### src/common/cmdsel_pkg.sv
// Constants and types for the command source selector
package cmdsel_pkg;

  // ----------------------------------------------------------------
  // Register map
  // ----------------------------------------------------------------
  localparam logic [3:0] CMDSEL_ADDR_SERIAL  = 4'h0;
  localparam logic [3:0] CMDSEL_ADDR_BUS     = 4'h1;
  localparam logic [3:0] CMDSEL_ADDR_CAN     = 4'h2;
  localparam logic [3:0] CMDSEL_ADDR_TERM    = 4'h3;
  localparam logic [3:0] CMDSEL_ADDR_INTERN  = 4'h4;
  localparam logic [3:0] CMDSEL_ADDR_STATUS  = 4'h5;
  localparam logic [3:0] CMDSEL_ADDR_TERM_HI = 4'h6;

  // ----------------------------------------------------------------
  // Codes and reset values
  // ----------------------------------------------------------------
  localparam logic [3:0] CMDSEL_SERIAL_MAX   = 4'h8;
  localparam logic [1:0] CMDSEL_BUS_RST      = 2'h0;
  localparam logic [3:0] CMDSEL_SERIAL_RST   = 4'h0;
  localparam logic [7:0] CMDSEL_FN_GATE      = 8'h18;  // 24
  localparam logic [7:0] CMDSEL_FN_DROOP     = 8'h4C;  // 76
  localparam int         CMDSEL_N_TERM       = 5;

  // Source selected for one command
  typedef enum logic [2:0] {
    CMDSEL_SRC_INTERNAL,
    CMDSEL_SRC_PORT1,
    CMDSEL_SRC_PORT2,
    CMDSEL_SRC_FIELDBUS,
    CMDSEL_SRC_CAN
  } cmdsel_src_t;

endpackage : cmdsel_pkg

### src/rtl/cmdsel_top.sv
// Command source selector: frequency and run source muxing plus droop
//
// The address map and the strobed register port were chosen for this implementation.
module cmdsel_top
  import cmdsel_pkg::*;
#(
  parameter int FREQ_W = 16
) (
  input  wire logic              SYS_CLK_IN,
  input  wire logic              NRST_IN,
  input  wire logic [3:0]        ADDR_IN,
  input  wire logic [31:0]       WDATA_IN,
  input  wire logic              WR_IN,
  input  wire logic              RD_IN,
  output logic      [31:0]       RDATA_OUT,
  input  wire logic [4:0]        TERM_IN,
  input  wire logic [FREQ_W-1:0] FREQ_SETTING_IN,
  input  wire logic [FREQ_W-1:0] FREQ_MULTISTEP_IN,
  input  wire logic              MULTISTEP_SEL_IN,
  input  wire logic [FREQ_W-1:0] FREQ_PORT1_IN,
  input  wire logic [FREQ_W-1:0] FREQ_PORT2_IN,
  input  wire logic [FREQ_W-1:0] FREQ_FIELDBUS_IN,
  input  wire logic [FREQ_W-1:0] FREQ_CAN_IN,
  input  wire logic [FREQ_W-1:0] FREQ_DROOP_IN,
  input  wire logic              RUN_KEYPAD_IN,
  input  wire logic              RUN_TERMINAL_IN,
  input  wire logic              RUN_PORT1_IN,
  input  wire logic              RUN_PORT2_IN,
  input  wire logic              RUN_FIELDBUS_IN,
  input  wire logic              RUN_CAN_IN,
  output logic      [FREQ_W-1:0] FREQ_CMD_OUT,
  output logic                   RUN_CMD_OUT,
  output logic      [2:0]        FREQ_SRC_OUT,
  output logic      [2:0]        RUN_SRC_OUT,
  output logic                   DROOP_EN_OUT,
  output logic                   RAMP_DROOP_OUT
);

  // ----------------------------------------------------------------
  // State
  // ----------------------------------------------------------------
  typedef struct packed {
    logic [3:0]        serial_source_code;
    logic [1:0]        fieldbus_source_code;
    logic              can_enable_code;
    logic [CMDSEL_N_TERM-1:0][7:0] input_terminal_function_codes;
    logic [1:0]        internal_freq_source_setting;
    logic              internal_run_method_setting;
    logic              vf_mode;
    logic [4:0]        term_meta;
    logic [4:0]        term_sync;
    logic [31:0]       rdata;
    logic [FREQ_W-1:0] freq;
    logic              run;
    logic [2:0]        fsrc;
    logic [2:0]        rsrc;
    logic              droop;
    logic              ramp_droop;
  } cmdsel_state_t;

  cmdsel_state_t state_reg;
  cmdsel_state_t state_next;

  // ----------------------------------------------------------------
  // Helpers
  // ----------------------------------------------------------------
  function automatic logic fn_active(
    input logic [CMDSEL_N_TERM-1:0][7:0] fn,
    input logic [4:0] lvl, input logic [7:0] code, input logic dflt);
    logic hit;
    logic act;
    hit = 1'b0;
    act = 1'b0;
    for (int i = 0; i < CMDSEL_N_TERM; i++) begin
      if (fn[i] == code) begin
        hit = 1'b1;
        act = act | lvl[i];
      end
    end
    return hit ? act : dflt;
  endfunction

  // Serial code to {freq source, run source}
  function automatic logic [5:0] fn_serial(input logic [3:0] code);
    case (code)
      4'h1:    return {CMDSEL_SRC_PORT1, CMDSEL_SRC_INTERNAL};
      4'h2:    return {CMDSEL_SRC_INTERNAL, CMDSEL_SRC_PORT1};
      4'h3:    return {CMDSEL_SRC_PORT1, CMDSEL_SRC_PORT1};
      4'h4:    return {CMDSEL_SRC_PORT2, CMDSEL_SRC_INTERNAL};
      4'h5:    return {CMDSEL_SRC_PORT2, CMDSEL_SRC_PORT1};
      4'h6:    return {CMDSEL_SRC_INTERNAL, CMDSEL_SRC_PORT2};
      4'h7:    return {CMDSEL_SRC_PORT1, CMDSEL_SRC_PORT2};
      4'h8:    return {CMDSEL_SRC_PORT2, CMDSEL_SRC_PORT2};
      default: return {CMDSEL_SRC_INTERNAL, CMDSEL_SRC_INTERNAL};
    endcase
  endfunction

  // ----------------------------------------------------------------
  // Next state
  // ----------------------------------------------------------------
  always_comb begin
    logic        gate;
    logic [5:0]  ser;
    cmdsel_src_t bus_src;
    cmdsel_src_t fs;
    cmdsel_src_t rs;
    logic        int_run;
    logic [FREQ_W-1:0] int_freq;
    gate     = 1'b0;
    ser      = 6'h00;
    bus_src  = CMDSEL_SRC_FIELDBUS;
    fs       = CMDSEL_SRC_INTERNAL;
    rs       = CMDSEL_SRC_INTERNAL;
    int_run  = 1'b0;
    int_freq = '0;
    state_next = state_reg;
    state_next.term_meta = TERM_IN;
    state_next.term_sync = state_reg.term_meta;

    // Register writes; serial codes above 8 are refused, keep last value
    if (WR_IN) begin
      case (ADDR_IN)
        CMDSEL_ADDR_SERIAL:
          if (WDATA_IN[3:0] <= CMDSEL_SERIAL_MAX && WDATA_IN[31:4] == '0)
            state_next.serial_source_code = WDATA_IN[3:0];
        CMDSEL_ADDR_BUS: state_next.fieldbus_source_code = WDATA_IN[1:0];
        CMDSEL_ADDR_CAN: state_next.can_enable_code = WDATA_IN[0];
        // Five code bytes do not fit one word: terminal 5 sits alone
        CMDSEL_ADDR_TERM:
          state_next.input_terminal_function_codes[3:0] = WDATA_IN;
        CMDSEL_ADDR_TERM_HI:
          state_next.input_terminal_function_codes[4] = WDATA_IN[7:0];
        CMDSEL_ADDR_INTERN: begin
          state_next.internal_freq_source_setting = WDATA_IN[1:0];
          state_next.internal_run_method_setting  = WDATA_IN[2];
          state_next.vf_mode                      = WDATA_IN[3];
        end
        default: ;
      endcase
    end

    state_next.rdata = 32'h0000_0000;
    if (RD_IN) begin
      case (ADDR_IN)
        CMDSEL_ADDR_SERIAL:
          state_next.rdata[3:0] = state_reg.serial_source_code;
        CMDSEL_ADDR_BUS:
          state_next.rdata[1:0] = state_reg.fieldbus_source_code;
        CMDSEL_ADDR_CAN:  state_next.rdata[0]   = state_reg.can_enable_code;
        CMDSEL_ADDR_TERM:
          state_next.rdata = state_reg.input_terminal_function_codes[3:0];
        CMDSEL_ADDR_TERM_HI:
          state_next.rdata[7:0] = state_reg.input_terminal_function_codes[4];
        CMDSEL_ADDR_INTERN:
          state_next.rdata[3:0] = {state_reg.vf_mode,
                                   state_reg.internal_run_method_setting,
                                   state_reg.internal_freq_source_setting};
        CMDSEL_ADDR_STATUS:
          state_next.rdata[8:0] = {state_reg.ramp_droop, state_reg.droop,
                                   state_reg.run, state_reg.rsrc,
                                   state_reg.fsrc};
        default: ;
      endcase
    end

    // Remote gate; unassigned counts as on
    gate = fn_active(state_reg.input_terminal_function_codes,
                     state_reg.term_sync, CMDSEL_FN_GATE, 1'b1);
    ser  = fn_serial(state_reg.serial_source_code);
    bus_src = state_reg.can_enable_code ? CMDSEL_SRC_CAN
                                        : CMDSEL_SRC_FIELDBUS;
    fs = cmdsel_src_t'(ser[5:3]);
    rs = cmdsel_src_t'(ser[2:0]);
    if (state_reg.fieldbus_source_code[0]) fs = bus_src;
    if (state_reg.fieldbus_source_code[1]) rs = bus_src;
    if (!gate) begin
      fs = CMDSEL_SRC_INTERNAL;
      rs = CMDSEL_SRC_INTERNAL;
    end

    int_run  = state_reg.internal_run_method_setting ? RUN_TERMINAL_IN
                                                     : RUN_KEYPAD_IN;
    int_freq = MULTISTEP_SEL_IN ? FREQ_MULTISTEP_IN : FREQ_SETTING_IN;

    case (fs)
      CMDSEL_SRC_PORT1:    state_next.freq = FREQ_PORT1_IN;
      CMDSEL_SRC_PORT2:    state_next.freq = FREQ_PORT2_IN;
      CMDSEL_SRC_FIELDBUS: state_next.freq = FREQ_FIELDBUS_IN;
      CMDSEL_SRC_CAN:      state_next.freq = FREQ_CAN_IN;
      default:             state_next.freq = int_freq;
    endcase
    case (rs)
      CMDSEL_SRC_PORT1:    state_next.run = RUN_PORT1_IN;
      CMDSEL_SRC_PORT2:    state_next.run = RUN_PORT2_IN;
      CMDSEL_SRC_FIELDBUS: state_next.run = RUN_FIELDBUS_IN;
      CMDSEL_SRC_CAN:      state_next.run = RUN_CAN_IN;
      default:             state_next.run = int_run;
    endcase
    state_next.fsrc = fs;
    state_next.rsrc = rs;

    // Droop terminal; no assignment means droop stays off
    state_next.droop = fn_active(state_reg.input_terminal_function_codes,
                       state_reg.term_sync, CMDSEL_FN_DROOP, 1'b0);
    // V/f: droop result feeds the ramp, avoiding trips on load steps
    state_next.ramp_droop = state_next.droop & state_reg.vf_mode;
    if (state_next.ramp_droop) state_next.freq = FREQ_DROOP_IN;
  end

  always_ff @(posedge SYS_CLK_IN) begin
    if (!NRST_IN) begin
      state_reg <= '0;
      state_reg.serial_source_code   <= CMDSEL_SERIAL_RST;
      state_reg.fieldbus_source_code <= CMDSEL_BUS_RST;
    end else begin
      state_reg <= state_next;
    end
  end

  assign RDATA_OUT      = state_reg.rdata;
  assign FREQ_CMD_OUT   = state_reg.freq;
  assign RUN_CMD_OUT    = state_reg.run;
  assign FREQ_SRC_OUT   = state_reg.fsrc;
  assign RUN_SRC_OUT    = state_reg.rsrc;
  assign DROOP_EN_OUT   = state_reg.droop;
  assign RAMP_DROOP_OUT = state_reg.ramp_droop;

  // ----------------------------------------------------------------
  // Assertions
  // ----------------------------------------------------------------
  function automatic logic gate_on();
    return fn_active(state_reg.input_terminal_function_codes,
                     state_reg.term_sync, CMDSEL_FN_GATE, 1'b1);
  endfunction
endmodule // cmdsel_top

### config.mk
export PLATFORM = sky130hd
export DESIGN_NAME = cmdsel_top
export DESIGN_NICKNAME = d
export VERILOG_FILES = /design/src/common/cmdsel_pkg.sv /design/src/rtl/cmdsel_top.sv
export SDC_FILE = /design/constraint.sdc
export NUM_CORES = 1
export LEC_CHECK = 0
export BUFFER_PORTS_ARGS = -buffer_cell sky130_fd_sc_hd__buf_2
export CAP_MARGIN = 20
export CORE_AREA = 4 4 142 89
export DETAILED_ROUTE_END_ITERATION = 6
export DIE_AREA = 0 0 146 93
export PLACE_DENSITY_LB_ADDON = 0.05
export RECOVER_POWER = 25
export SLEW_MARGIN = 40
export SYNTH_ARGS = -nofsm -noshare
export SYNTH_HDL_FRONTEND = slang
export SYNTH_SLANG_ARGS = --single-unit
### constraint.sdc
create_clock -name SYS_CLK_IN -period 5.6 [get_ports SYS_CLK_IN]
set_clock_uncertainty 0.05 [all_clocks]
set_input_delay 0.28 -clock SYS_CLK_IN [delete_from_list [all_inputs] [get_ports SYS_CLK_IN]]
set_output_delay 0.28 -clock SYS_CLK_IN [all_outputs]
set_load 0.02 [all_outputs]
* Yosys cells after proc, flatten, opt, wreduce, memory -nomap -nowiden
Memory sizes are Yosys's and may differ from the RTL's. A register that Yosys moved wholly into a read port is not among the register bits.
Cells that the tools add are included.
** Word-level totals
- Memories :: 1
- Output and inout port bits :: 57
- Bits of input ports :: 164
- Bits in read-only memories :: 64
- RAM bits :: 0
- Bits in latches :: 0
- Register bits :: 118
** Cells by class
- $add $sub $neg :: 0
- $lt $le $gt $ge :: 1
- Reduce and logical (&&, ||, !) cells :: 11
- Divide/modulo/power cells :: 0
- Shift-type cells :: 0
- Multiplexer cells :: 39
- $mul :: 0
- Equal/unequal tests :: 24
- Bitwise logic cells :: 9
** Memories
- (name not given) :: words 16, bits a word 4, rd ports 1, clocked after Yosys merged registers in 1, write ports 0, RTL line cmdsel_top.sv:85 : case (code)
** Operators with widths (number)
- 16-bit case mux with 4 select lines :: 1
- 8-bit by 5-bit == test with 1-bit output, second input constant :: 5
- 8-bit by 7-bit == test with 1-bit output, second input constant :: 5
- 16-bit two-way mux :: 2
- 28-bit logical NOT :: 1
- 1-bit two-way mux :: 23
- 3-bit two-way mux :: 5
- 3-bit by 2-bit == test with 1-bit output, second input constant :: 4
- 4-bit by 3-bit == test with 1-bit output, second input constant :: 3
- 4-bit case mux with 3 select lines :: 1
- 2-bit AND reduction :: 6
- 2-bit case mux with 5 select lines :: 1
- 4-bit by 2-bit == test with 1-bit output, second input constant :: 2
- 4-bit two-way mux :: 2
- 1-bit OR :: 8
- 1-bit case mux with 7 select lines :: 1
- 3-bit by 1-bit == test with 1-bit output, second input constant :: 2
- 3-bit == test, second input constant :: 2
- 1-bit case mux with 6 select lines :: 1
- 3-bit AND reduction :: 2
- 4-bit by 1-bit == test with 1-bit output, second input constant :: 1
- 4-bit less-or-equal comparator, second input constant :: 1
- 4-bit logical NOT :: 1
- 1-bit case mux with 4 select lines :: 1
- 3 further kinds :: 3

* Longest topological paths before layout
- Depth after elaboration :: 15
- Mapped depth :: 8
- Mapped depth without buffers :: 6

* Worst setup path before layout
No wires, ideal clock.
- Path kind :: flip-flop to flip-flop
- Start point :: reg state_reg[86] (netlist bit)
- End point :: reg state_reg (netlist bit FREQ_CMD_OUT[4])
- Data required time :: 5434 ps
- Path slack :: 3704 ps
- Buffers on the path :: 2
- Data arrival time :: 1729 ps
- Clock period less this slack :: 1896 ps
- Stages on the path, launching flop included :: 9
- Path through :: dfxtp_1 > nor3b_2 > nand3_1 > o311ai_2 > o21ai_1 > and2_1 > buf_2 > buf_2 > a31o_2
** On the way
- Word-level cells in the longest chain between the ends :: 13
- Elaborated cells on any way between the ends :: 34
- Those cells by class :: eq/ne: 6; mux: 21; bitwise: 7
** Ends and longest elaborated chain
- start: declaration :: RTL line cmdsel_top.sv:61 : cmdsel_state_t state_reg;
- start signal: assignment :: RTL line cmdsel_top.sv:216 : state_reg <= state_next;
- 8-bit by 5-bit == test with 1-bit output :: RTL line cmdsel_top.sv:75 : if (fn[i] == code) begin
- 1-bit two-way mux :: RTL line cmdsel_top.sv:75
- 1-bit OR :: RTL line cmdsel_top.sv:77 : act = act | lvl[i];
- 1-bit two-way mux :: RTL line cmdsel_top.sv:75
- 1-bit OR :: RTL line cmdsel_top.sv:77
- 1-bit two-way mux :: RTL line cmdsel_top.sv:75
- 1-bit OR :: RTL line cmdsel_top.sv:77
- 1-bit two-way mux :: RTL line cmdsel_top.sv:75
- 1-bit two-way mux :: RTL line cmdsel_top.sv:80 : return hit ? act : dflt;
- 3-bit two-way mux :: RTL line cmdsel_top.sv:176 : if (!gate) begin
- 3-bit == test (tied with other cells) :: RTL line cmdsel_top.sv:185 : case (fs)
- 16-bit case mux with 4 select lines :: RTL line cmdsel_top.sv:185
- 16-bit two-way mux * :: RTL line cmdsel_top.sv:207 : if (state_next.ramp_droop) state_next.freq = FREQ_DROOP_IN;
Every way passes the cells marked *; elsewhere a longest branch is shown, timed or not.
A chain may end at the register's enable or synchronous reset.

* Worst setup path after layout
- Start point :: reg state_reg[72] (netlist bit)
- End point :: reg state_reg (netlist bit FREQ_CMD_OUT[12])
** On the way
- Word-level cells in the longest chain between the ends :: 15
- Elaborated cells on any way between the ends :: 40
- Those cells by class :: eq/ne: 6; mux: 25; bitwise: 9
** Ends and longest elaborated chain (RTL line)
- 8-bit by 5-bit == test with 1-bit output :: cmdsel_top.sv:75
- 1-bit two-way mux :: cmdsel_top.sv:75
- 1-bit OR :: cmdsel_top.sv:77
- 1-bit two-way mux :: cmdsel_top.sv:75
- 1-bit OR :: cmdsel_top.sv:77
- 1-bit two-way mux :: cmdsel_top.sv:75
- 1-bit OR :: cmdsel_top.sv:77
- 1-bit two-way mux :: cmdsel_top.sv:75
- 1-bit OR :: cmdsel_top.sv:77
- 1-bit two-way mux :: cmdsel_top.sv:75
- 1-bit two-way mux :: cmdsel_top.sv:80
- 3-bit two-way mux :: cmdsel_top.sv:176
- 3-bit == test (tied with other cells) :: cmdsel_top.sv:185
- 16-bit case mux with 4 select lines :: cmdsel_top.sv:185
- 16-bit two-way mux * :: cmdsel_top.sv:207
Marked as above.

==> results.txt <==
GRT overflow -> 0
post-route worst hold slack -> 0.01987 ns
#FFs+latches synth -> 122
CP Data Arrival Time -> 2.83 ns
Num CTS Buffers -> 17
pwr dens -> 306.5 mW/mm2
clk root buf -> clkbuf_16
DR DRC count -> 0
Final ANT Viol Nets -> 0
CP Data Required Time -> 5.85 ns
drt wl/cell -> 18.51 um
Layout fillers -> 979
die width -> 146 um
final number of setup-violating endpoints -> 0
Skew-Pair Late Insertion Delay -> 0.41 ns
DRT iter0 DRCs -> 547
vias in the first global route -> 5489
EDFF count, synth -> 0
DR pass1 iterations -> 6
Adder-Cell Fraction of Synth Area -> 0
crit path capture type -> flop
Crit path buffers/inverters -> 0
Comb pwr share -> 0.074
worst-margin pin slew -> 1.133 ns
fmax -> 0.3871 GHz
hold crit path type -> in2reg
initial antenna violation count -> 0
largest family of logic cells by synthesized area -> simple AND/OR/NAND/NOR gates
vias per inst -> 5.746
Syn Std Cell Area -> 0.005901 mm2
final hold violations -> 0
Synth Area in Simple Gates -> 0.2472
Post-CTS Setup Inserts -> 0
CTS H-Tree Depth -> 4
final wirelength -> 18770 um
Layout area overhead -> 22.48%
Bufs on Longest Clock Path -> 2
share of cells above drive strength 1 -> 0.2908
DIE AREA -> 0.01358 mm2
clk slew on worst S/H paths -> 0.06 ns
DP Wirelength -> 14200 um
maxcap violations -> 0
largest net degree at the start of global routing -> 55
Reg power frac -> 0.404
GPL Wtd Cong -> 0.8943
setup TNS -> 0 ns
commonest non-fill, non-tap cell in the layout -> buf_2
crit path cell chain -> nor4b_2 -> nand2_1 -> and3_1 -> a211oi_4 -> o21ai_0 -> a31o_2
most frequent cells in the layout -> 188 x buf_2, 122 x dfxtp_1, 109 x nand2_1
family with the most delay on the worst path -> compound AO/OA/AOI/OAI gates
unrepaired setup endpoints after global routing -> false
Worst setup SP type -> flop
pre-CTS setup slack -> 3.019 ns
antenna cell count -> 0
Mapped Cells -> 712
outcome -> finished clean
Die Y-Extent -> 93 um
Crit Path Category -> reg2reg
GRT Total Usage -> 0.2641
YS warnings -> 0
max FFs per register -> 56
Final nets -> 1021
cell row count -> 30
Worst IR Drop VDD -> 0.2486 mV
Post-Syn Area per Cell -> 8.287 um2
CTS sink cnt -> 122
Gates resized, CTS repair -> 0
Slew Viols, Final -> 0
core area -> 0.01122 mm2
Synth Area in Compound Gates -> 0.1804
clock share of power -> 0.522
Net Sw Frac -> 0.2214
Post-Syn Nets -> 876
setup ws final -> 3.017 ns
leakage -> 2.999 nW
Post-Synth XOR/XNOR Area -> 0.001484
Post-CTS Hold Buffers -> 0
Async SR Flop Fraction -> 0
critical path peak fanout -> 18
ys flop type -> dfxtp_1
worst relative slew slack -> 0.2445
Critical-path top delay cell -> a211oi_4
CTS tree -> done
initial core utilization -> 0.5258
Seq/Total Area, Yosys -> 0.4139
I/O pin total -> 221
I/O Buffers -> 220
CP max stage delay -> 0.70 ns
first-pass GRT wire length -> 28620 um
Distinct cells, synth -> 59
Vias -> 5826
P_sw -> 0.4904 mW
post-layout min period -> 2.583 ns
Internal -> 1.725 mW
multiplexer share of the synthesized area -> 0.04262
crit share post-route -> 0.4613
worst reg2reg max path: cells and delay by family (launching register included):
| kind | cells | cell delay, ns |
|---|---|---|
| DFF | 1 | 0.33 |
| AOI/OAI and AO/OA | 3 | 1.27 |
| and+or+nand+nor | 3 | 0.82 |
cells in the mapped netlist, types with 5 or more instances:
master / number / area (um2)
nand3_1: 22 / 110.1
dfxtp_1: 122 / 2442
mux2i_1: 24 / 240.2
nand2_1: 110 / 412.9
nand4_1: 22 / 137.6
clkbuf_1: 32 / 120.1
buf_2: 5 / 25.02
nor4_1: 5 / 31.28
o21ai_0: 37 / 185.2
inv_1: 21 / 78.83
a21oi_1: 52 / 260.3
nor2b_1: 5 / 31.28
and3_1: 7 / 43.79
a31o_2: 13 / 113.9
and2_1: 36 / 225.2
nor2_1: 41 / 153.9
nand2b_1: 6 / 37.54
a22oi_1: 23 / 172.7
nor3b_1: 6 / 45.04
buf_4: 56 / 420.4
through the flow:
step	util	instance area, um2	std cells	total power, mW
final	0.6439	7227	1014	2.215
after global routing	0.6439	7227	1014	2.283
after CTS	0.6465	7256	1014	2.224
after detailed placement	0.5904	6626	982	1.075
after global placement	0.5890	6610	982	1.070
after floorplan	-	5901	712	0.9972
power by group through the flow:
stage | combinational [mW] | clock [mW] | sequential [mW]
final | 0.164 | 1.16 | 0.894
after global routing | 0.178 | 1.21 | 0.895
after CTS | 0.163 | 1.17 | 0.894
after detailed placement | 0.163 | 0 | 0.912
after global placement | 0.158 | 0 | 0.912
after floorplan | 0.0878 | 0 | 0.909
final cells by class:
type / instances / area [um2] / area share
clock buffer: 21 / 460.4 / 0.06371
timing repair buffer: 222 / 1076 / 0.1489
sequential: 122 / 2442 / 0.3379
tap: 144 / 180.2 / 0.02493
inverter: 22 / 85.08 / 0.01177
multi-input combinational: 472 / 2814 / 0.3894
clock inverter: 11 / 168.9 / 0.02337
final timing paths:
| check | startpoint | end | slack, ns | cells after the start |
|---|---|---|---|---|
| setup reg to reg | state_reg[72] | FREQ_CMD_OUT[12] | 3.02 | 6 |
| setup / recovery | state_reg[72] | FREQ_CMD_OUT[12] | 3.02 | 6 |
| hold reg to reg | state_next[57] | state_reg[57] | 0.39 | 1 |
| hold / removal | TERM_IN[0] | state_next[57] | 0.02 | 2 |
metal layers:
layer  part of all wire  routed length [um]  track usage
met5                  0                   0            0
met4              0.011                 202      0.07121
met3               0.12                2324      0.08765
met2               0.41                7701       0.3769
met1               0.46                8540       0.3815
kinds of logic after synthesis:
logic type,after synthesis
and+or+nand+nor,284
xor gates and xnor gates,1
DFF,122
buffers and inverters,118
muxes,25
AOI/OAI and AO/OA,162
Note: power is estimated with default switching activity, not from simulation.
